`src/verilog/mhb_pkg.sv`:
```
// Package for the multimode host bus interface: modes, states, carriers.
// Assumes a single 20 MHz core clock; all bus pins sampled synchronously.
package mhb_pkg;
   localparam int          CLK_PERIOD_NS  = 50;
   localparam int          DATA_W         = 16;
   localparam int          ADDR_W         = 8;
   localparam int          FIFO_DEPTH     = 8;
   localparam int          BURST_DEF      = 1;
   localparam logic [15:0] LEN_RST        = 16'h0000;
   localparam int          STRAP_ALE_BIT  = 1;
   localparam int          STRAP_CLE_BIT  = 0;

   typedef enum logic [1:0] {
      MHB_SRAM,
      MHB_NOR,
      MHB_MUX
   } mhb_mode_t;

   typedef enum logic [1:0] {
      MHB_DMA_IDLE,
      MHB_DMA_REQ,
      MHB_DMA_GAP
   } mhb_dma_st_t;

   typedef struct packed {
      logic        cs_n;
      logic        rd_n;
      logic        wr_n;
      logic        ale;
      logic        cle;
   } mhb_strb_t;

   typedef struct packed {
      logic        wr;
      logic [7:0]  addr;
      logic [15:0] data;
   } mhb_acc_t;
endpackage : mhb_pkg

```
`src/verilog/mhb_fifo.sv`:
```
// Small flip-flop FIFO with valid/ready on both sides.
// Assumes one clock and asynchronous active-low reset.
`timescale 1ns/1ns
module mhb_fifo #(
   parameter int WIDTH = 16,
   parameter int DEPTH = 8
) (
   input  wire logic             core_clk,  // Core clock
   input  wire logic             rstn,      // Async reset, active low
   input  wire logic [WIDTH-1:0] in_data,   // Fill data
   input  wire logic             in_valid,  // Fill valid
   output      logic             in_ready,  // Room available
   output      logic [WIDTH-1:0] out_data,  // Drain data
   output      logic             out_valid, // Data available
   input  wire logic             out_ready  // Drain accepts
);
   localparam int AW = $clog2(DEPTH);
   logic [WIDTH-1:0] mem_ff [DEPTH];
   logic [AW-1:0]    wp_ff;
   logic [AW-1:0]    rp_ff;
   logic [AW:0]      cnt_ff;
   wire              push = in_valid && in_ready;
   wire              pop  = out_valid && out_ready;

   assign in_ready  = (cnt_ff != (AW+1)'(DEPTH));
   assign out_valid = (cnt_ff != '0);
   assign out_data  = mem_ff[rp_ff];

   always_ff @(posedge core_clk or negedge rstn)
   begin
      if (!rstn)
      begin
         wp_ff  <= '0;
         rp_ff  <= '0;
         cnt_ff <= '0;
      end
      else
      begin
         if (push)
            wp_ff <= (wp_ff == AW'(DEPTH-1)) ? '0 : wp_ff + 1'b1;
         if (pop)
            rp_ff <= (rp_ff == AW'(DEPTH-1)) ? '0 : rp_ff + 1'b1;
         cnt_ff <= cnt_ff + (AW+1)'(push) - (AW+1)'(pop);
      end
   end

   always_ff @(posedge core_clk)
   begin
      if (push)
         mem_ff[wp_ff] <= in_data;
   end
endmodule : mhb_fifo

```
`src/verilog/mhb_bus_if.sv`:
```
// Processor-facing multimode bus interface with single-channel DMA.
// Assumes bus pins synchronous to core_clk; register file lies outside.
//
// Overview of operation
// - Straps both high at first read: SRAM mode, 16-bit.
// - Width configuration bit set selects 8-bit, clear keeps 16-bit.
// - Address-latch strap high, command strap low: NOR mode, 16-bit.
// - Address-latch strap low, command strap high: multiplexed mode, 16-bit.
// - SRAM mode: address from dedicated lines, shared bus carries data only.
// - NOR mode: address on bus while select and valid low, latched rising.
// - NOR read: drive data while output enable low, end on select rise.
// - NOR write: store data when write strobe rises, end on select rise.
// - Multiplexed mode: address while latch strobe high, captured falling.
// - Multiplexed read: drive data while read low, end on select rise.
// - Multiplexed write: commit on write strobe rise, end on select rise.
// - Lock bit freezes the currently detected bus mode.
// - Default mode is SRAM at 16-bit until another is detected.
// - Raise DMA request to start a transfer over shared bus.
// - Acknowledge level routes each cycle to DMA or register access.
// - Latch and command straps ignored during DMA cycles.
// - DMA data moves only on rising edge of write or read.
// - One channel; request drops at burst end, rises at next.
// - Side buffer registers allow register access during DMA.
// - Burst of one cycle: request toggles around every DMA cycle.
// - Pulse transfer done when DMA completes or is terminated.
// - NOR mode has no DMA request or acknowledge.
`timescale 1ns/1ns
module mhb_bus_if #(
   parameter int DATA_W = mhb_pkg::DATA_W,
   parameter int ADDR_W = mhb_pkg::ADDR_W,
   parameter int DEPTH  = mhb_pkg::FIFO_DEPTH
) (
   input  wire logic              core_clk,      // Core clock, 20 MHz
   input  wire logic              rstn,          // Async reset, active low
   input  wire logic              chip_sel_n,    // Chip select
   input  wire logic              read_strobe_n, // Read / output enable
   input  wire logic              write_strobe_n,// Write strobe
   input  wire logic              addr_latch_sel,// Strap, ALE or valid_n
   input  wire logic              cmd_latch_sel, // Command strap
   input  wire logic [ADDR_W-1:0] addr_in,       // Dedicated address
   input  wire logic [DATA_W-1:0] bus_in,        // Shared bus input
   output      logic [DATA_W-1:0] bus_out,       // Shared bus output
   output      logic [DATA_W-1:0] bus_oe,        // Per-line drive enable
   input  wire logic              width8,        // Width configuration bit
   input  wire logic              mode_lock,     // Mode lock bit
   output      logic [1:0]        mode_bits,     // Detected mode readback
   output      logic              width8_act,    // Active width is 8-bit
   output      logic [ADDR_W-1:0] reg_addr,      // Register access address
   output      logic [DATA_W-1:0] reg_wdata,     // Register write data
   output      logic              reg_wr,        // Register write pulse
   output      logic              reg_rd,        // Register read pulse
   input  wire logic [DATA_W-1:0] reg_rdata,     // Register read data
   output      logic              side_sel,      // Side buffer access
   input  wire logic              dma_start,     // Start DMA transfer
   input  wire logic              dma_dir_wr,    // 1: memory to buffer
   input  wire logic              dma_abort,     // Terminate DMA
   input  wire logic [15:0]       session_len,   // Transfer length, cycles
   input  wire logic [15:0]       burst_len,     // Cycles per burst
   input  wire logic              dma_acknowledge,// DMA acknowledge
   output      logic              dma_request,   // DMA request
   output      logic              dma_busy,      // DMA in progress
   output      logic              transfer_done, // End of DMA pulse
   output      logic [DATA_W-1:0] buf_wdata,     // DMA data to buffer
   output      logic              buf_wvalid,    // Buffer data valid
   input  wire logic              buf_wready,    // Buffer accepts
   input  wire logic [DATA_W-1:0] buf_rdata,     // DMA data from buffer
   input  wire logic              buf_rvalid,    // Buffer data ready
   output      logic              buf_rready     // Taken from buffer
);
   mhb_pkg::mhb_mode_t   mode_ff;
   logic                 detected_ff;
   mhb_pkg::mhb_strb_t   prev_ff;
   mhb_pkg::mhb_strb_t   cur;
   logic [ADDR_W-1:0]    alat_ff;
   logic [DATA_W-1:0]    rdat_ff;
   logic [DATA_W-1:0]    ddat_ff;
   mhb_pkg::mhb_dma_st_t dst_ff;
   mhb_pkg::mhb_dma_st_t nxt_dst;
   logic [15:0]          left_ff;
   logic [15:0]          bcnt_ff;
   logic                 done_ff;
   logic                 dma_rd_ff;

   assign cur = '{chip_sel_n, read_strobe_n, write_strobe_n,
                  addr_latch_sel, cmd_latch_sel};

   wire is_nor  = (mode_ff == mhb_pkg::MHB_NOR);
   wire is_mux  = (mode_ff == mhb_pkg::MHB_MUX);
   wire is_sram = (mode_ff == mhb_pkg::MHB_SRAM);
   wire dma_cyc = dma_acknowledge && !is_nor;
   wire rd_fall = prev_ff.rd_n && !read_strobe_n && !chip_sel_n;
   wire rd_rise = !prev_ff.rd_n && read_strobe_n;
   wire wr_rise = !prev_ff.wr_n && write_strobe_n;
   wire cs_low  = !chip_sel_n;
   // Strap sampling only on register read, never in DMA, never after lock
   wire sample  = rd_fall && !detected_ff && !mode_lock
                  && !dma_cyc;
   wire adv_rise = is_nor && !prev_ff.ale && addr_latch_sel && cs_low;
   wire ale_fall = is_mux && prev_ff.ale && !addr_latch_sel;
   wire pio_go  = cs_low && !dma_cyc;

   mhb_pkg::mhb_mode_t strap_mode;
   assign strap_mode = (addr_latch_sel && cmd_latch_sel) ? mhb_pkg::MHB_SRAM :
                       (addr_latch_sel)  ? mhb_pkg::MHB_NOR :
                       (cmd_latch_sel)   ? mhb_pkg::MHB_MUX :
                                           mode_ff;

   always_ff @(posedge core_clk or negedge rstn)
   begin
      if (!rstn)
      begin
         mode_ff     <= mhb_pkg::MHB_SRAM;
         detected_ff <= 1'b0;
         prev_ff     <= '1;
      end
      else
      begin
         prev_ff <= cur;
         if (sample)
         begin
            mode_ff     <= strap_mode;
            detected_ff <= 1'b1;
         end
      end
   end

   assign mode_bits  = mode_ff;
   assign width8_act = width8;

   // Address capture per mode
   always_ff @(posedge core_clk or negedge rstn)
   begin
      if (!rstn)
         alat_ff <= '0;
      else if (adv_rise || ale_fall)
         alat_ff <= bus_in[ADDR_W-1:0];
   end

   assign reg_addr = is_sram ? addr_in : alat_ff;

   wire [DATA_W-1:0] wmask = width8 ? DATA_W'(16'h00ff) : '1;
   assign reg_wdata = bus_in & wmask;
   assign reg_wr    = pio_go && wr_rise
                      && !(is_nor && !read_strobe_n);
   assign reg_rd    = pio_go && rd_fall;
   assign side_sel  = dma_busy && pio_go;

   always_ff @(posedge core_clk or negedge rstn)
   begin
      if (!rstn)
         rdat_ff <= '0;
      else if (reg_rd)
         rdat_ff <= reg_rdata;
      else if (dma_cyc && dma_rd_ff && !read_strobe_n && cs_low)
         rdat_ff <= ddat_ff;
   end

   // Drive while select and read strobe low; stop when select rises
   wire drive = cs_low && !read_strobe_n && write_strobe_n;
   wire [DATA_W-1:0] lane_en = width8 ? DATA_W'(16'h00ff) : '1;
   assign bus_oe  = drive ? lane_en : '0;
   assign bus_out = rdat_ff & lane_en;

   // DMA channel
   wire dcyc_done = dma_cyc && cs_low && (dma_rd_ff ? rd_rise : wr_rise);
   wire last_cyc  = dcyc_done && (left_ff == 16'h0001);
   wire burst_end = dcyc_done && (bcnt_ff == 16'h0001);

   always_comb
   begin
      nxt_dst = dst_ff;
      case (dst_ff)
         mhb_pkg::MHB_DMA_IDLE:
            if (dma_start && !is_nor && session_len != 16'h0000)
               nxt_dst = mhb_pkg::MHB_DMA_REQ;
         mhb_pkg::MHB_DMA_REQ:
            if (dma_abort || last_cyc)
               nxt_dst = mhb_pkg::MHB_DMA_IDLE;
            else if (burst_end)
               nxt_dst = mhb_pkg::MHB_DMA_GAP;
         mhb_pkg::MHB_DMA_GAP:
            if (dma_abort)
               nxt_dst = mhb_pkg::MHB_DMA_IDLE;
            else if (!dma_acknowledge)
               nxt_dst = mhb_pkg::MHB_DMA_REQ;
         default:
            nxt_dst = mhb_pkg::MHB_DMA_IDLE;
      endcase
   end

   wire [15:0] blen = (burst_len == 16'h0000) ? 16'(mhb_pkg::BURST_DEF)
                                               : burst_len;

   always_ff @(posedge core_clk or negedge rstn)
   begin
      if (!rstn)
      begin
         dst_ff    <= mhb_pkg::MHB_DMA_IDLE;
         left_ff   <= mhb_pkg::LEN_RST;
         bcnt_ff   <= mhb_pkg::LEN_RST;
         done_ff   <= 1'b0;
         dma_rd_ff <= 1'b0;
      end
      else
      begin
         dst_ff  <= nxt_dst;
         done_ff <= (dst_ff != mhb_pkg::MHB_DMA_IDLE)
                    && (nxt_dst == mhb_pkg::MHB_DMA_IDLE);
         if (dst_ff == mhb_pkg::MHB_DMA_IDLE)
         begin
            left_ff   <= session_len;
            bcnt_ff   <= blen;
            dma_rd_ff <= !dma_dir_wr;
         end
         else if (dcyc_done)
         begin
            left_ff <= left_ff - 16'h0001;
            bcnt_ff <= burst_end ? blen : bcnt_ff - 16'h0001;
         end
      end
   end

   // Data toward the host comes from the buffer, held for the next read
   always_ff @(posedge core_clk or negedge rstn)
   begin
      if (!rstn)
         ddat_ff <= '0;
      else if (buf_rready)
         ddat_ff <= buf_rdata;
   end

   logic have_ff;
   always_ff @(posedge core_clk or negedge rstn)
   begin
      if (!rstn)
         have_ff <= 1'b0;
      else if (buf_rready)
         have_ff <= 1'b1;
      else if (dcyc_done && dma_rd_ff)
         have_ff <= 1'b0;
   end

   assign buf_rready = dma_busy && dma_rd_ff && buf_rvalid && !have_ff;

   // Inbound DMA words pass through the FIFO; full stalls the request
   logic fifo_in_ready;
   mhb_fifo #(
      .WIDTH (DATA_W),
      .DEPTH (DEPTH)
   ) u_fifo (
      .core_clk  (core_clk),
      .rstn      (rstn),
      .in_data   (bus_in & wmask),
      .in_valid  (dcyc_done && !dma_rd_ff),
      .in_ready  (fifo_in_ready),
      .out_data  (buf_wdata),
      .out_valid (buf_wvalid),
      .out_ready (buf_wready)
   );

   wire data_ok = dma_rd_ff ? have_ff : fifo_in_ready;
   assign dma_busy      = (dst_ff != mhb_pkg::MHB_DMA_IDLE);
   assign dma_request   = (dst_ff == mhb_pkg::MHB_DMA_REQ) && data_ok;
   assign transfer_done = done_ff;

   AST_NOR_NO_DMA: assert property (
      @(posedge core_clk) disable iff (!rstn)
      is_nor |-> !dma_request)
      else $error("DMA request raised in NOR mode");

   AST_DEFAULT_SRAM: assert property (
      @(posedge core_clk) disable iff (!rstn)
      !detected_ff |-> is_sram)
      else $error("Mode not SRAM before detection");

   AST_LOCK_HOLDS: assert property (
      @(posedge core_clk) disable iff (!rstn)
      mode_lock && $past(mode_lock) |-> $stable(mode_ff))
      else $error("Locked mode changed");

   AST_UPPER_FLOAT: assert property (
      @(posedge core_clk) disable iff (!rstn)
      width8 |-> bus_oe[DATA_W-1:8] == '0)
      else $error("Upper lines driven in 8-bit width");

   AST_DRIVE_END: assert property (
      @(posedge core_clk) disable iff (!rstn)
      chip_sel_n |-> bus_oe == '0)
      else $error("Bus driven with chip select high");

   AST_DONE_PULSE: assert property (
      @(posedge core_clk) disable iff (!rstn)
      dma_busy ##1 !dma_busy |-> transfer_done ##1 !transfer_done)
      else $error("Transfer done not a single pulse at end");

   AST_BURST_DROP: assert property (
      @(posedge core_clk) disable iff (!rstn)
      burst_end && !last_cyc && !dma_abort |=> !dma_request)
      else $error("Request held across burst end");

   AST_WRITE_ON_RISE: assert property (
      @(posedge core_clk) disable iff (!rstn)
      reg_wr |-> write_strobe_n && !$past(write_strobe_n))
      else $error("Write taken without strobe rise");

   AST_MUX_ADDR: assert property (
      @(posedge core_clk) disable iff (!rstn)
      ale_fall |=> reg_addr == $past(bus_in[ADDR_W-1:0]) || is_sram)
      else $error("Multiplexed address not captured at latch fall");

   AST_SRAM_ADDR: assert property (
      @(posedge core_clk) disable iff (!rstn)
      is_sram |-> reg_addr == addr_in)
      else $error("SRAM address not taken from dedicated lines");

   AST_NOR_ADDR: assert property (
      @(posedge core_clk) disable iff (!rstn)
      adv_rise |=> reg_addr == $past(bus_in[ADDR_W-1:0]) || !is_nor)
      else $error("NOR address not captured at valid rise");

   AST_DMA_NOT_REG: assert property (
      @(posedge core_clk) disable iff (!rstn)
      dma_cyc |-> !reg_wr && !reg_rd)
      else $error("Register access during DMA cycle");

   AST_DMA_NO_STRAP: assert property (
      @(posedge core_clk) disable iff (!rstn)
      dma_cyc |=> $stable(mode_ff))
      else $error("Mode changed by a DMA cycle");

   AST_DMA_ON_RISE: assert property (
      @(posedge core_clk) disable iff (!rstn)
      dcyc_done && !dma_rd_ff |-> write_strobe_n && !$past(write_strobe_n))
      else $error("DMA write data taken without strobe rise");

   AST_READ_DRIVE: assert property (
      @(posedge core_clk) disable iff (!rstn)
      !chip_sel_n && !read_strobe_n && write_strobe_n |-> bus_oe[7:0] == 8'hff)
      else $error("Read data not driven while read strobe low");

   AST_FULL_WIDTH: assert property (
      @(posedge core_clk) disable iff (!rstn)
      !width8 && bus_oe != '0 |-> bus_oe == '1)
      else $error("Partial drive in 16-bit width");

   AST_DONE_AFTER: assert property (
      @(posedge core_clk) disable iff (!rstn)
      transfer_done |-> !dma_busy && $past(dma_busy))
      else $error("Transfer done without a transfer ending");

   AST_SIDE_ROUTE: assert property (
      @(posedge core_clk) disable iff (!rstn)
      reg_wr && dma_busy |-> side_sel)
      else $error("Register write during DMA not routed to side buffer");

   AST_IDLE_QUIET: assert property (
      @(posedge core_clk) disable iff (!rstn)
      !dma_busy |-> !dma_request)
      else $error("DMA request raised while channel idle");
endmodule : mhb_bus_if

```
`config.mk`:
```
export PLATFORM = sky130hd
export DESIGN_NAME = mhb_bus_if
export DESIGN_NICKNAME = d
export VERILOG_FILES = /design/src/verilog/mhb_pkg.sv /design/src/verilog/mhb_fifo.sv /design/src/verilog/mhb_bus_if.sv
export SDC_FILE = /design/constraint.sdc
export NUM_CORES = 1
export LEC_CHECK = 0
export BUFFER_PORTS_ARGS = -buffer_cell sky130_fd_sc_hd__buf_2
export CAP_MARGIN = 20
export CORE_MARGIN = 10
export CORE_UTILIZATION = 56
export CTS_CLUSTER_DIAMETER = 50
export DETAILED_ROUTE_END_ITERATION = 16
export PLACE_DENSITY = 0.86
export SLEW_MARGIN = 20
export SYNTH_ARGS = -nofsm -noshare
export SYNTH_HDL_FRONTEND = slang
export SYNTH_SLANG_ARGS = --single-unit
export TNS_END_PERCENT = 5
```
`constraint.sdc`:
```
create_clock -name core_clk -period 3.8 [get_ports core_clk]
set_input_delay 0.19 -clock core_clk [delete_from_list [all_inputs] [get_ports core_clk]]
set_output_delay 0.19 -clock core_clk [all_outputs]
set_load 0.01 [all_outputs]
```
# ---- Yosys cells after proc, flatten, opt, wreduce, memory -nomap -nowiden
# Memories as Yosys holds them, arrays and structs flattened.
# Cells that the tools add are included.
# Widths: inputs -> output; s select.
dict set report word_totals {
  reg_bits 93
  mem_bits_rw 128
  inputBits 103
  out_inout_bits 83
  wordCells 131
  mem_count 1
}
# memory depth width read_ports rd_clocked_by_memory_dff wr line_no
set mem_list {}
lappend mem_list {u_fifo.mem_ff 8 16 1 0 1 mhb_fifo.sv:18} ;# logic [WIDTH-1:0] mem_ff [DEPTH];
dict set report classes {
  add_sub_neg 6
  n_eq_ne 9
  mux 28
  bitwise 2
  n_reduce_logical 68
}
# operator count
set op_table {}
lappend op_table {{$mux 16} 10}
lappend op_table {{$logic_and 1x1->1} 40}
lappend op_table {{$and 16x16->16} 2}
lappend op_table {{$eq 16x1->1 const B} 2}
lappend op_table {{$sub 16x1->16 const B} 2}
lappend op_table {{$logic_not 16->1} 1}
lappend op_table {{$mux 2} 8}
lappend op_table {{$reduce_bool 16->1} 1}
lappend op_table {{$logic_not 1->1} 14}
lappend op_table {{$mux 8} 1}
lappend op_table {{$reduce_bool 2->1} 4}
lappend op_table {{$add 3x1->3 const B} 2}
lappend op_table {{$eq 3x3->1 const B} 2}
lappend op_table {{$logic_not 2->1} 3}
lappend op_table {{$mux 1} 6}
lappend op_table {{$mux 3} 2}
lappend op_table {{$pmux 2 s3} 1}
lappend op_table {{$add 4x1->4} 1}
lappend op_table {{$eq 2x1->1 const B} 2}
lappend op_table {{$eq 2x2->1 const B} 2}
lappend op_table {{$ne 4x4->1 const B} 1}
lappend op_table {{$reduce_bool 4->1} 1}
lappend op_table {{$sub 4x1->4} 1}
lappend op_table {{$reduce_bool 3->1} 1}
lappend op_table {{other kinds (2)} 3}

# ---- Depth between registers and ports, before layout
# Gate-level depths: netlist (run 1).
dict set report depth {
  word_depth 11
  depth_mapped 11
  ltp_nobuf 11
}

# ---- Cells and area by module
# Synthesis (run 1) repeated with hierarchy kept, for this count alone.
dict set report hier_totals {
  cells_unflattened 737
  area_unflattened_um2 10269.8
}
# module n_inst cells_each area_each_um2 seq_area_each_um2
set by_module_without_submodules {}
lappend by_module_without_submodules {mhb_fifo 1 243 5555.3 4093.9}
lappend by_module_without_submodules {mhb_bus_if 1 494 4714.5 2080.7}

# ---- Worst setup path after synthesis (run 1)
# No wires, ideal clock.
dict set report synth_path {
  path_kind {register -> register}
  startpoint {register dma_rd_ff}
  endpoint {memory u_fifo.mem_ff[0][0], enable pin}
  setup_ns 0.430
  arrival_time_ns 3.007
  required_ns 3.370
  setup_slack_ns 0.363
  stages_incl_launch_ff 6
  path_buffers 1
  synth_period_minus_slack_ns 3.437
  path_cell_list {dfrtp_1 nor3b_2 o2111ai_4 or3_1 buf_4 nor4_1}
}
dict set report synth_between {
  elab_chain_cells 6
  elab_cells_between_ends 7
  cone_classes {mux: 3; reduce/logical: 4}
}
# element line_no
set synth_lines {}
lappend synth_lines {{from (decl)} mhb_bus_if.sv:82} ;# logic dma_rd_ff;
lappend synth_lines {{from (signal assigned)} mhb_bus_if.sv:213} ;# dma_rd_ff <= !dma_dir_wr;
lappend synth_lines {{$mux 1} mhb_bus_if.sv:165} ;# wire dcyc_done = dma_cyc && cs_low && (dma_rd_ff ? rd_rise : wr_rise);
lappend synth_lines {{$logic_and 1x1->1} mhb_bus_if.sv:165}
lappend synth_lines {{$logic_and 1x1->1 (*)} mhb_bus_if.sv:254} ;# .in_valid (dcyc_done && !dma_rd_ff),
lappend synth_lines {{$logic_and 1x1->1 (*)} mhb_fifo.sv:22} ;# wire push = in_valid && in_ready;
lappend synth_lines {{$mux 1 (*)} mhb_fifo.sv:49} ;# if (push)
lappend synth_lines {{$mux 1 (not written as such) (*)} mhb_fifo.sv:50} ;# mem_ff[wp_ff] <= in_data;
lappend synth_lines {{to (decl)} mhb_fifo.sv:18}
# Every way passes the cells marked *; elsewhere a longest branch is shown, timed or not.

# ---- Worst setup path in the final report (run 1)
dict set report layout_path {
  startpoint {register u_fifo.rp_ff[0]}
  endpoint {output buf_wdata[10]}
}
dict set report layout_between {
  elab_chain_cells 1
}
# element line_no
set layout_lines {}
lappend layout_lines {{from (decl)} mhb_fifo.sv:20} ;# logic [AW-1:0] rp_ff;
lappend layout_lines {{from (signal assigned)} mhb_fifo.sv:42} ;# rp_ff <= (rp_ff == AW'(DEPTH-1)) ? '0 : rp_ff + 1'b1;
lappend layout_lines {{$mem_v2 8x16} n/a}
lappend layout_lines {{to (decl)} mhb_bus_if.sv:63} ;# output logic [DATA_W-1:0] buf_wdata,
# No other way between the ends.

==> results.sh, run 1 <==
export IMPL_placed_area_mm2=0.0111
export IMPL_hold_end="u_fifo.mem_ff[3][1]"
export IMPL_ys_types=68
export IMPL_yosys_warnings=0
export IMPL_final_max_slew_viol_count=0
export IMPL_net_switching_power_uw=2750
export IMPL_synth_seq_area_share_pct=61.1
export IMPL_seqPwrFrac_pct=42.1
export IMPL_die_h_um=154
export IMPL_post_cts_buffers=0
export IMPL_synth_commonest_cells="edfxtp_1 (128), dfrtp_1 (90), nand2_1 (68)"
export IMPL_clk_latency_ps=520
export IMPL_p_leak_uw=0.00509
export IMPL_finalNetCount=1079
export IMPL_multi_input_area_mm2=0.00352
export IMPL_critPathBufInv=2
export IMPL_io_buffers=185
export IMPL_cap_violations=0
export IMPL_peakVddDrop_uv=468
export IMPL_core_area_mm2=0.0178
export IMPL_cts_hold_buf=75
export IMPL_r2r_setup_slack_ps=1010
export IMPL_die_area_mm2=0.0238
export IMPL_ys_top_cells_by_area="edfxtp_1 (38%), dfrtp_1 (22%), mux4_2 (7.1%), mux2_2 (5.6%), nand2_1 (2.5%)"
export IMPL_r2r_end="u_fifo.mem_ff[5][5]"
export IMPL_fillCellCount=1133
export IMPL_r2r_start="dma_rd_ff"
export IMPL_wl_um=26200
export IMPL_drt_iter0_markers=470
export IMPL_drt_pass1_iter_count=5
export IMPL_synth_most_common_cell="edfxtp_1"
export IMPL_gp_congestion=0.899
export IMPL_initial_core_util_pct=56.6
export IMPL_r2r_cells=7
export IMPL_worstPathArrival_ps=2670
export IMPL_hp_start="bus_in[1]"
export IMPL_setup_viol=0
export IMPL_cts_tree="yes"
export IMPL_row_count=49
export IMPL_fin_skew_ps=30.5
export IMPL_viasPerCell=5.79
export IMPL_area_growth_pct=25.3
export IMPL_grt_pass1_wl_um=41400
export IMPL_min_path_cells=1
export IMPL_p_comb_share_pct=30.2
export IMPL_grt_setup_unrepaired="no"
export IMPL_hold_slack_ps=15.7
export IMPL_numCtsBuffers=25
export IMPL_postSynthAreaPerCell_um2=14.0
export IMPL_drive_gt1_share_pct=34.9
export IMPL_ios=186
export IMPL_synth_area_mm2=0.0101
export IMPL_hold_class="primary input to flip-flop"
export IMPL_internal_power_uw=5750
export IMPL_cp_end_kind="output pin"
export IMPL_switching_share_pct=32.3
export IMPL_utilization_pct=71.0
export IMPL_p_total_uw=8490
export IMPL_num_vias=7013
export IMPL_ys_seq_elements=221
export IMPL_min_period_over_period_pct=75.3
export IMPL_crit_fanout=21
export IMPL_ys_flop_type="edfxtp_1"
export IMPL_status="complete, no violations"
export IMPL_worst_pin_slew_ps=947
export IMPL_fin_tns_setup_ps=0
export IMPL_slowest_delay_ps=660
export IMPL_clk_path_buf_depth=3
export IMPL_synth_area_leader_cell="edfxtp_1"
export IMPL_cp_top_family="multiplexers"
export IMPL_cts_clk_slew_worst_paths_ps=60
export IMPL_criticalPathCategory="flip-flop to output pin"
export IMPL_grt_pass1_vias=7618
export IMPL_drc=0
export IMPL_synth_edf_count=128
export IMPL_stdcell_area_mm2=0.0127
export IMPL_track_usage_pct=21.5
export IMPL_slowest_stage="dfrtp_2"
export IMPL_cts_resized=0
export IMPL_start_kind="flip-flop"
export IMPL_htree_levels=1
export IMPL_die_x_um=154
export IMPL_slew_headroom_pct=36.4
export IMPL_yosysTopAreaCellShare_pct=38.0
export IMPL_cp_cell_sequence="buf_4, mux4_2, mux2_2, buf_2"
export IMPL_fmax_mhz=349
export IMPL_final_hold_viol_count=0
export IMPL_syn_nets=839
export IMPL_p_clk_share_pct=27.7
export IMPL_wl_per_cell_um=21.6
export IMPL_p_per_area_mw_per_mm2=671
export IMPL_root_buffer="clkbuf_16"
export IMPL_grt_overflow_total=0
export IMPL_clock_sinks=221
export IMPL_synthCells=721
export IMPL_grt_max_degree=66
export IMPL_hpwl_um=16000
export IMPL_antenna_found_initial=4
export IMPL_final_seq_area_mm2=0.00618
export IMPL_ant_nets=0
export IMPL_min_period_ps=2860
export IMPL_critPathRequiredTime_ps=3610
export IMPL_synthArstFlopShare_pct=42.1
==> sequential cells by signal (all words and copies together) (netlist names) <==
register,cells
bcnt_ff,16
u_fifo.cnt_ff,4
mode_bits,2
dma_rd_ff,1
transfer_done,1
u_fifo.rp_ff,3
left_ff,16
ddat_ff,16
rdat_ff,16
detected_ff,1
prev_ff,3
have_ff,1
alat_ff,8
u_fifo.mem_ff,128
u_fifo.wp_ff,3
dst_ff,2
==> power by group through the flow <==
stage | clock [µW] | sequential [µW] | combinational [µW]
2_1_floorplan | 0 | 3380 | 1920
3_3_place_gp | 0 | 3570 | 2420
3_5_place_dp | 0 | 3590 | 2490
4_1_cts | 2370 | 3560 | 2570
5_1_grt | 2490 | 3640 | 2820
6_report | 2350 | 3570 | 2570
==> worst max path at each step <==
stage | start | depth (start not counted) | end
final | u_fifo.rp_ff[0] | 4 | buf_wdata[10]
after global routing | u_fifo.rp_ff[0] | 4 | buf_wdata[4]
after CTS | u_fifo.rp_ff[0] | 4 | buf_wdata[10]
after detailed placement | dma_rd_ff | 7 | u_fifo.mem_ff[5][12]
after global placement | prev_ff[3] | 7 | u_fifo.cnt_ff[2]
after floorplan | dma_rd_ff | 5 | u_fifo.mem_ff[0][0]
==> cell families (layout without fill, tap and decap cells) <==
group                    count (synthesis)  after routing  synth area share, %
flip-flops                             221            221                 61.1
AND/OR/NAND/NOR                        205            205                 11.2
AO/OA/AOI/OAI                           93             93                 6.34
multiplexers                            89             89                 13.4
buffers and inverters                   79            338                 4.36
XOR/XNOR                                19             19                 1.65
adder cells (fa/ha/maj)                 15             15                 1.93
other                                    0              3                    0
==> placed cells by master (no fill, tap or decap), types with 4 or more instances in the layout <==
master	synthesis	layout
a21o_1	4	4
a21oi_1	9	9
a22oi_1	14	14
buf_2	12	184
buf_4	33	17
clkbuf_1	16	10
clkbuf_16	0	25
dfrtp_1	90	89
dlygate4sd3_1	0	75
edfxtp_1	128	128
ha_1	14	14
inv_1	15	15
mux2_2	50	50
mux2i_1	7	7
mux4_2	32	32
nand2_1	68	68
nand2b_1	4	4
nand3_1	12	12
nand4_1	10	10
nor2_1	27	27
nor2b_1	17	17
nor3_1	16	13
nor3_2	1	4
nor3b_1	4	4
nor4_1	12	11
nor4b_1	5	5
o211ai_1	4	4
o21ai_0	26	26
o21ai_1	9	9
xor2_1	16	16
==> routing by layer <==
metal / global-route usage [%] / routed length [µm]
met5: 0 / 7
met4: 6.52 / 585
met3: 5.13 / 1970
met2: 38.1 / 13700
met1: 25.2 / 10000
==> area by class of cell <==
class / count / share of cell area (%)
clock buffer: 38 / 5.56
multi-input combinational: 421 / 27.8
inverter: 16 / 0.514
clock inverter: 8 / 0.820
tap: 229 / 2.26
sequential: 221 / 48.8
antenna: 3 / 0.0593
timing repair buffer: 276 / 14.2
==> worst register-to-register path, cell delays in order (launching register included) <==
cell	delay, ps
dfrtp_1	450
nor3b_2	320
o2111ai_4	350
or3_1	640
clkinv_4	140
nand2_4	70
nor3b_2	170
buf_4	310
==> metrics by stage <==
stage	setup slack, ps	cells
after floorplan	363	721
after global placement	1120	1088
after detailed placement	1040	1088
after CTS	844	1209
after global routing	749	1211
final	937	1212
(Power assumes the default switching activity.)
==> run 2: changes to the inputs <==
--- a/config.mk
+++ b/config.mk
@@ -8,10 +8,10 @@
 export BUFFER_PORTS_ARGS = -buffer_cell sky130_fd_sc_hd__buf_2
 export CAP_MARGIN = 20
 export CORE_MARGIN = 10
-export CORE_UTILIZATION = 56
+export CORE_UTILIZATION = 50
 export CTS_CLUSTER_DIAMETER = 50
 export DETAILED_ROUTE_END_ITERATION = 16
-export PLACE_DENSITY = 0.86
+export PLACE_DENSITY = 0.82
 export SLEW_MARGIN = 20
 export SYNTH_ARGS = -nofsm -noshare
 export SYNTH_HDL_FRONTEND = slang
==> constraint.sdc (replaced) <==
create_clock -name core_clk -period 2.4 [get_ports core_clk]
set_input_delay 0.12 -clock core_clk [delete_from_list [all_inputs] [get_ports core_clk]]
set_output_delay 0.12 -clock core_clk [all_outputs]
set_load 0.01 [all_outputs]
==> run 2 against run 1 <==
- clock skew down 7.3 ps
- routed wire length grew 2.4%
- total power grew 61%
- sequential share of layout area is 1.5 points lower
- worst setup slack lost 900 ps
- critical path type unchanged
- largest cell class unchanged
- highest routed layer is now met4
==> results.sh, run 2 (same netlist as run 1, synthesis figures left out) <==
export IMPL_start_kind="flip-flop"
export IMPL_hp_start="buf_rvalid"
export IMPL_internal_power_uw=9200
export IMPL_die_x_um=162
export IMPL_drive_gt1_share_pct=36.5
export IMPL_slowest_delay_ps=560
export IMPL_cts_clk_slew_worst_paths_ps=60
export IMPL_grt_pass1_vias=7573
export IMPL_clock_sinks=221
export IMPL_switching_share_pct=32.6
export IMPL_numCtsBuffers=24
export IMPL_cts_tree="yes"
export IMPL_area_growth_pct=29.4
export IMPL_p_clk_share_pct=26.1
export IMPL_crit_start="u_fifo.rp_ff[0]"
export IMPL_stdcell_count=1269
export IMPL_critPathRequiredTime_ps=2280
export IMPL_hpwl_um=16900
export IMPL_core_area_mm2=0.0197
export IMPL_layout_commonest_cell="buf_2"
export IMPL_ant_nets=0
export IMPL_initial_core_util_pct=51.4
export IMPL_p_leak_uw=0.00527
export IMPL_final_hold_viol_count=0
export IMPL_root_buffer="clkbuf_16"
export IMPL_ios=186
export IMPL_finalNetCount=1104
export IMPL_min_period_over_period_pct=98.5
export IMPL_layout_common_cells="buf_2 (181), edfxtp_1 (128), dfrtp_1 (89)"
export IMPL_gp_congestion=0.923
export IMPL_track_usage_pct=20.0
export IMPL_post_cts_buffers=0
export IMPL_grt_max_degree=49
export IMPL_hold_slack_ps=17.9
export IMPL_min_period_ps=2360
export IMPL_worstPathArrival_ps=2240
export IMPL_p_comb_share_pct=33.3
export IMPL_slew_headroom_pct=47.5
export IMPL_clk_path_buf_depth=3
export IMPL_setup_viol=0
export IMPL_grt_pass1_wl_um=42000
export IMPL_cp_end_kind="output pin"
export IMPL_viasPerCell=5.58
export IMPL_antenna_cells=0
export IMPL_io_buffers=185
export IMPL_criticalPathCategory="flip-flop to output pin"
export IMPL_r2r_start="mode_bits[1]"
export IMPL_fin_skew_ps=23.2
export IMPL_row_count=51
export IMPL_num_vias=7083
export IMPL_htree_levels=1
export IMPL_cp_cell_sequence="buf_12, mux4_2, mux2_4, buf_2"
export IMPL_net_switching_power_uw=4450
export IMPL_largest_register_ffs=128
export IMPL_final_setup_worst_slack_ps=36.0
export IMPL_grt_setup_unrepaired="yes"
export IMPL_grt_overflow_total=0
export IMPL_seqPwrFrac_pct=40.6
export IMPL_antenna_found_initial=0
export IMPL_dp_slack_ps=71.3
export IMPL_die_h_um=162
export IMPL_dp_cells=1141
export IMPL_crit_fanout=16
export IMPL_drc=0
export IMPL_cap_violations=0
export IMPL_utilization_pct=66.5
export IMPL_hold_class="primary input to flip-flop"
export IMPL_peakVddDrop_uv=819
export IMPL_wl_um=26900
export IMPL_fmax_mhz=423
export IMPL_top_register="u_fifo.mem_ff"
export IMPL_p_per_area_mw_per_mm2=1040
export IMPL_final_max_slew_viol_count=0
export IMPL_drt_iter0_markers=550
export IMPL_worst_pin_slew_ps=785
export IMPL_slowest_stage="mux4_2"
export IMPL_wl_per_cell_um=21.2
export IMPL_status="complete, no violations"
export IMPL_fin_tns_setup_ps=0
export IMPL_die_area_mm2=0.0263
export IMPL_drt_pass1_iter_count=5
export IMPL_clk_latency_ps=530
==> run 2: final cells by class <==
class | instances | area, µm²
sequential | 221 | 6180
inverter | 16 | 65.1
multi-input combinational | 421 | 3560
tap | 265 | 332
timing repair buffer | 302 | 2160
clock inverter | 10 | 103
clock buffer | 34 | 678
fill | 1397 | 6580
==> run 2: power groups by stage <==
stage | clock network [µW] | logic, µW | registers (µW)
floorplan | 0 | 3060 | 5370
global placement | 0 | 4170 | 5500
detailed placement | 0 | 4260 | 5550
CTS | 3620 | 4480 | 5510
global route | 3790 | 4980 | 5630
finish | 3560 | 4550 | 5540
==> run 2: timing repair <==
action	CTS	global route
endpoints found under the setup margin	3	48
hold endpoints to repair	186	0
resized for setup	3	9
hold buffers	83	0
cloned	1	0
==> run 2: through the flow <==
step	cell area, µm²	total power [µW]
detailed placement	11400	9810
CTS	13000	13600
finish	13100	13700
global route	13100	14400
floorplan	10100	8420
global placement	11400	9670
==> run 2: worst max-delay path: cells and delay by family (launching register included) <==
kind	cells	cell delay (ps)
multiplexers	2	850
flip-flops	1	500
buffers and inverters	2	370
==> run 2: worst paths after layout <==
check	end	slack (ps)	cells past startpoint
min	have_ff	20	3
max reg2reg	mode_bits[0]	170	7
max	buf_wdata[15]	40	4
min in group asynchronous	bcnt_ff[8]	190	2
min reg2reg	rdat_ff[13]	470	2
max in group asynchronous	rdat_ff[6]	1520	3
==> run 2: per-layer routing <==
layer,global-route usage [%],up-vias,share of wire [%]
met3,5.43,57,8.1
li1,-,3219,-
met5,0,-,0
met4,4.92,0,2.2
met2,34.7,334,51
met1,24.1,3473,38
==> run 3: changes to the inputs <==
--- a/config.mk
+++ b/config.mk
@@ -7,10 +7,11 @@
 export LEC_CHECK = 0
 export BUFFER_PORTS_ARGS = -buffer_cell sky130_fd_sc_hd__buf_2
 export CAP_MARGIN = 20
-export CORE_MARGIN = 10
+export CORE_MARGIN = 2
 export CORE_UTILIZATION = 50
 export CTS_CLUSTER_DIAMETER = 50
 export DETAILED_ROUTE_END_ITERATION = 16
+export HOLD_SLACK_MARGIN = 0.08
 export PLACE_DENSITY = 0.82
 export SLEW_MARGIN = 20
 export SYNTH_ARGS = -nofsm -noshare
==> run 3 against run 2 <==
- first-iteration DRC count fell by 8.2%
- global-route usage increased by 4.3 points
- worst hold slack better by 76 ps
- final area up 1.2%
- largest cell class unchanged
==> results.sh, run 3 (same netlist as run 1, synthesis figures left out) <==
export IMPL_numCtsBuffers=27
export IMPL_top_register="u_fifo.mem_ff"
export IMPL_htree_levels=1
export IMPL_grt_overflow_total=0
export IMPL_wl_um=25900
export IMPL_gp_congestion=0.915
export IMPL_largest_register_ffs=128
export IMPL_cts_clk_slew_worst_paths_ps=60
export IMPL_root_buffer="clkbuf_16"
export IMPL_track_usage_pct=24.2
export IMPL_fin_tns_setup_ps=0
export IMPL_cts_tree="yes"
export IMPL_cp_end_kind="output pin"
export IMPL_start_kind="flip-flop"
export IMPL_drt_iter0_markers=505
export IMPL_wl_per_cell_um=20.2
export IMPL_peakVddDrop_uv=692
export IMPL_final_max_slew_viol_count=0
export IMPL_p_per_area_mw_per_mm2=1070
export IMPL_hold_slack_ps=93.5
export IMPL_grt_setup_unrepaired="yes"
export IMPL_area_growth_pct=30.9
export IMPL_worstPathArrival_ps=2230
export IMPL_antenna_cells=0
export IMPL_ios=186
export IMPL_die_area_mm2=0.0214
export IMPL_critPathRequiredTime_ps=2280
export IMPL_die_h_um=146
export IMPL_finalNetCount=1113
export IMPL_grt_pass1_wl_um=40700
export IMPL_layout_commonest_cell="buf_2"
export IMPL_drc=0
export IMPL_grt_pass1_vias=7493
export IMPL_cap_violations=0
export IMPL_grt_max_degree=50
export IMPL_fmax_mhz=426
export IMPL_slew_headroom_pct=47.5
export IMPL_core_area_mm2=0.0197
export IMPL_status="complete, no violations"
export IMPL_setup_viol=0
export IMPL_final_hold_viol_count=0
export IMPL_io_buffers=185
export IMPL_dp_cells=1144
export IMPL_drt_pass1_iter_count=5
export IMPL_min_period_ps=2350
export IMPL_die_x_um=146
export IMPL_num_vias=7197
export IMPL_clk_latency_ps=540
export IMPL_stdcell_count=1281
export IMPL_hpwl_um=16000
export IMPL_fin_skew_ps=20.9
export IMPL_drive_gt1_share_pct=37.1
export IMPL_row_count=51
export IMPL_min_period_over_period_pct=97.8
export IMPL_antenna_found_initial=0
export IMPL_worst_pin_slew_ps=785
export IMPL_p_leak_uw=0.00534
export IMPL_viasPerCell=5.62
export IMPL_fillCellCount=1317
export IMPL_initial_core_util_pct=51.4
export IMPL_clock_sinks=221
export IMPL_hold_class="primary input to flip-flop"
export IMPL_clk_path_buf_depth=3
export IMPL_ant_nets=0
export IMPL_crit_fanout=10
export IMPL_criticalPathCategory="flip-flop to output pin"
export IMPL_layout_common_cells="buf_2 (181), edfxtp_1 (128), dfrtp_1 (89)"
-- run 3: changes by cell type in the layout (fill, tap and decap cells not counted), sizes merged --
cell,previous run,this run
buf,219,224
bufinv,1,4
clkbuf,34,32
clkinvlp,1,4
dlygate4sd3,83,84
inv,17,19
-- run 3: final cells by class --
class,count,area [µm²],area share (%)
timing repair buffer,308,2160,16.4
tap,265,332,2.51
clock inverter,18,216,1.64
sequential,221,6180,46.7
multi-input combinational,421,3560,26.9
clock buffer,32,704,5.33
inverter,16,65.1,0.492
-- run 3: worst max-delay path, stage by stage, from the launching register on --
cell	delay, ps
dfrtp_4	540
buf_4	200
mux4_2	510
mux2_2	290
buf_2	140
-- run 3: per-layer routing --
| layer | share of wire [%] | GRT usage, % | vias to the layer above |
|---|---|---|---|
| met3 | 7.2 | 4.84 | 58 |
| li1 | - | - | 3251 |
| met4 | 2.5 | 6.55 | 0 |
| met1 | 40 | 31.8 | 3550 |
| met5 | 0 | 0 | - |
| met2 | 50 | 41.6 | 338 |
-- run 3: report_power, final --
| group | internal [µW] | switching [µW] |
|---|---|---|
| Clock | 2550 | 1600 |
| Sequential | 4800 | 756 |
| Combinational | 2320 | 2190 |
-- run 3: path summary, 6_finish.rpt --
path	from	end	slack, ps	depth (start not counted)
max	u_fifo.rp_ff[0]	buf_wdata[8]	50	4
min	bus_in[9]	u_fifo.mem_ff[3][9]	90	2
max reg2reg	bcnt_ff[3]	dst_ff[1]	150	7
min reg2reg	have_ff	have_ff	480	1
max in group asynchronous	rstn	ddat_ff[14]	1550	3
min in group asynchronous	rstn	alat_ff[4]	160	2
-- run 3: per-stage QoR --
stage	setup slack, ps	power, µW	utilization (%)	area [µm²]
after detailed placement	74.1	9780	57.9	11400
after global placement	174	9630	57.9	11400
after CTS	13.2	14100	67.0	13200
final	53.4	14200	67.3	13200
after global routing	-15.3	15000	67.3	13200
after floorplan	-300	8420	-	10100
-- run 3: what timing repair did --
item	CTS	global route
hold endpoints to repair	193	0
setup endpoints to repair	15	27
hold buffers	84	0
resized for setup	1	12
setup buffers	3	0
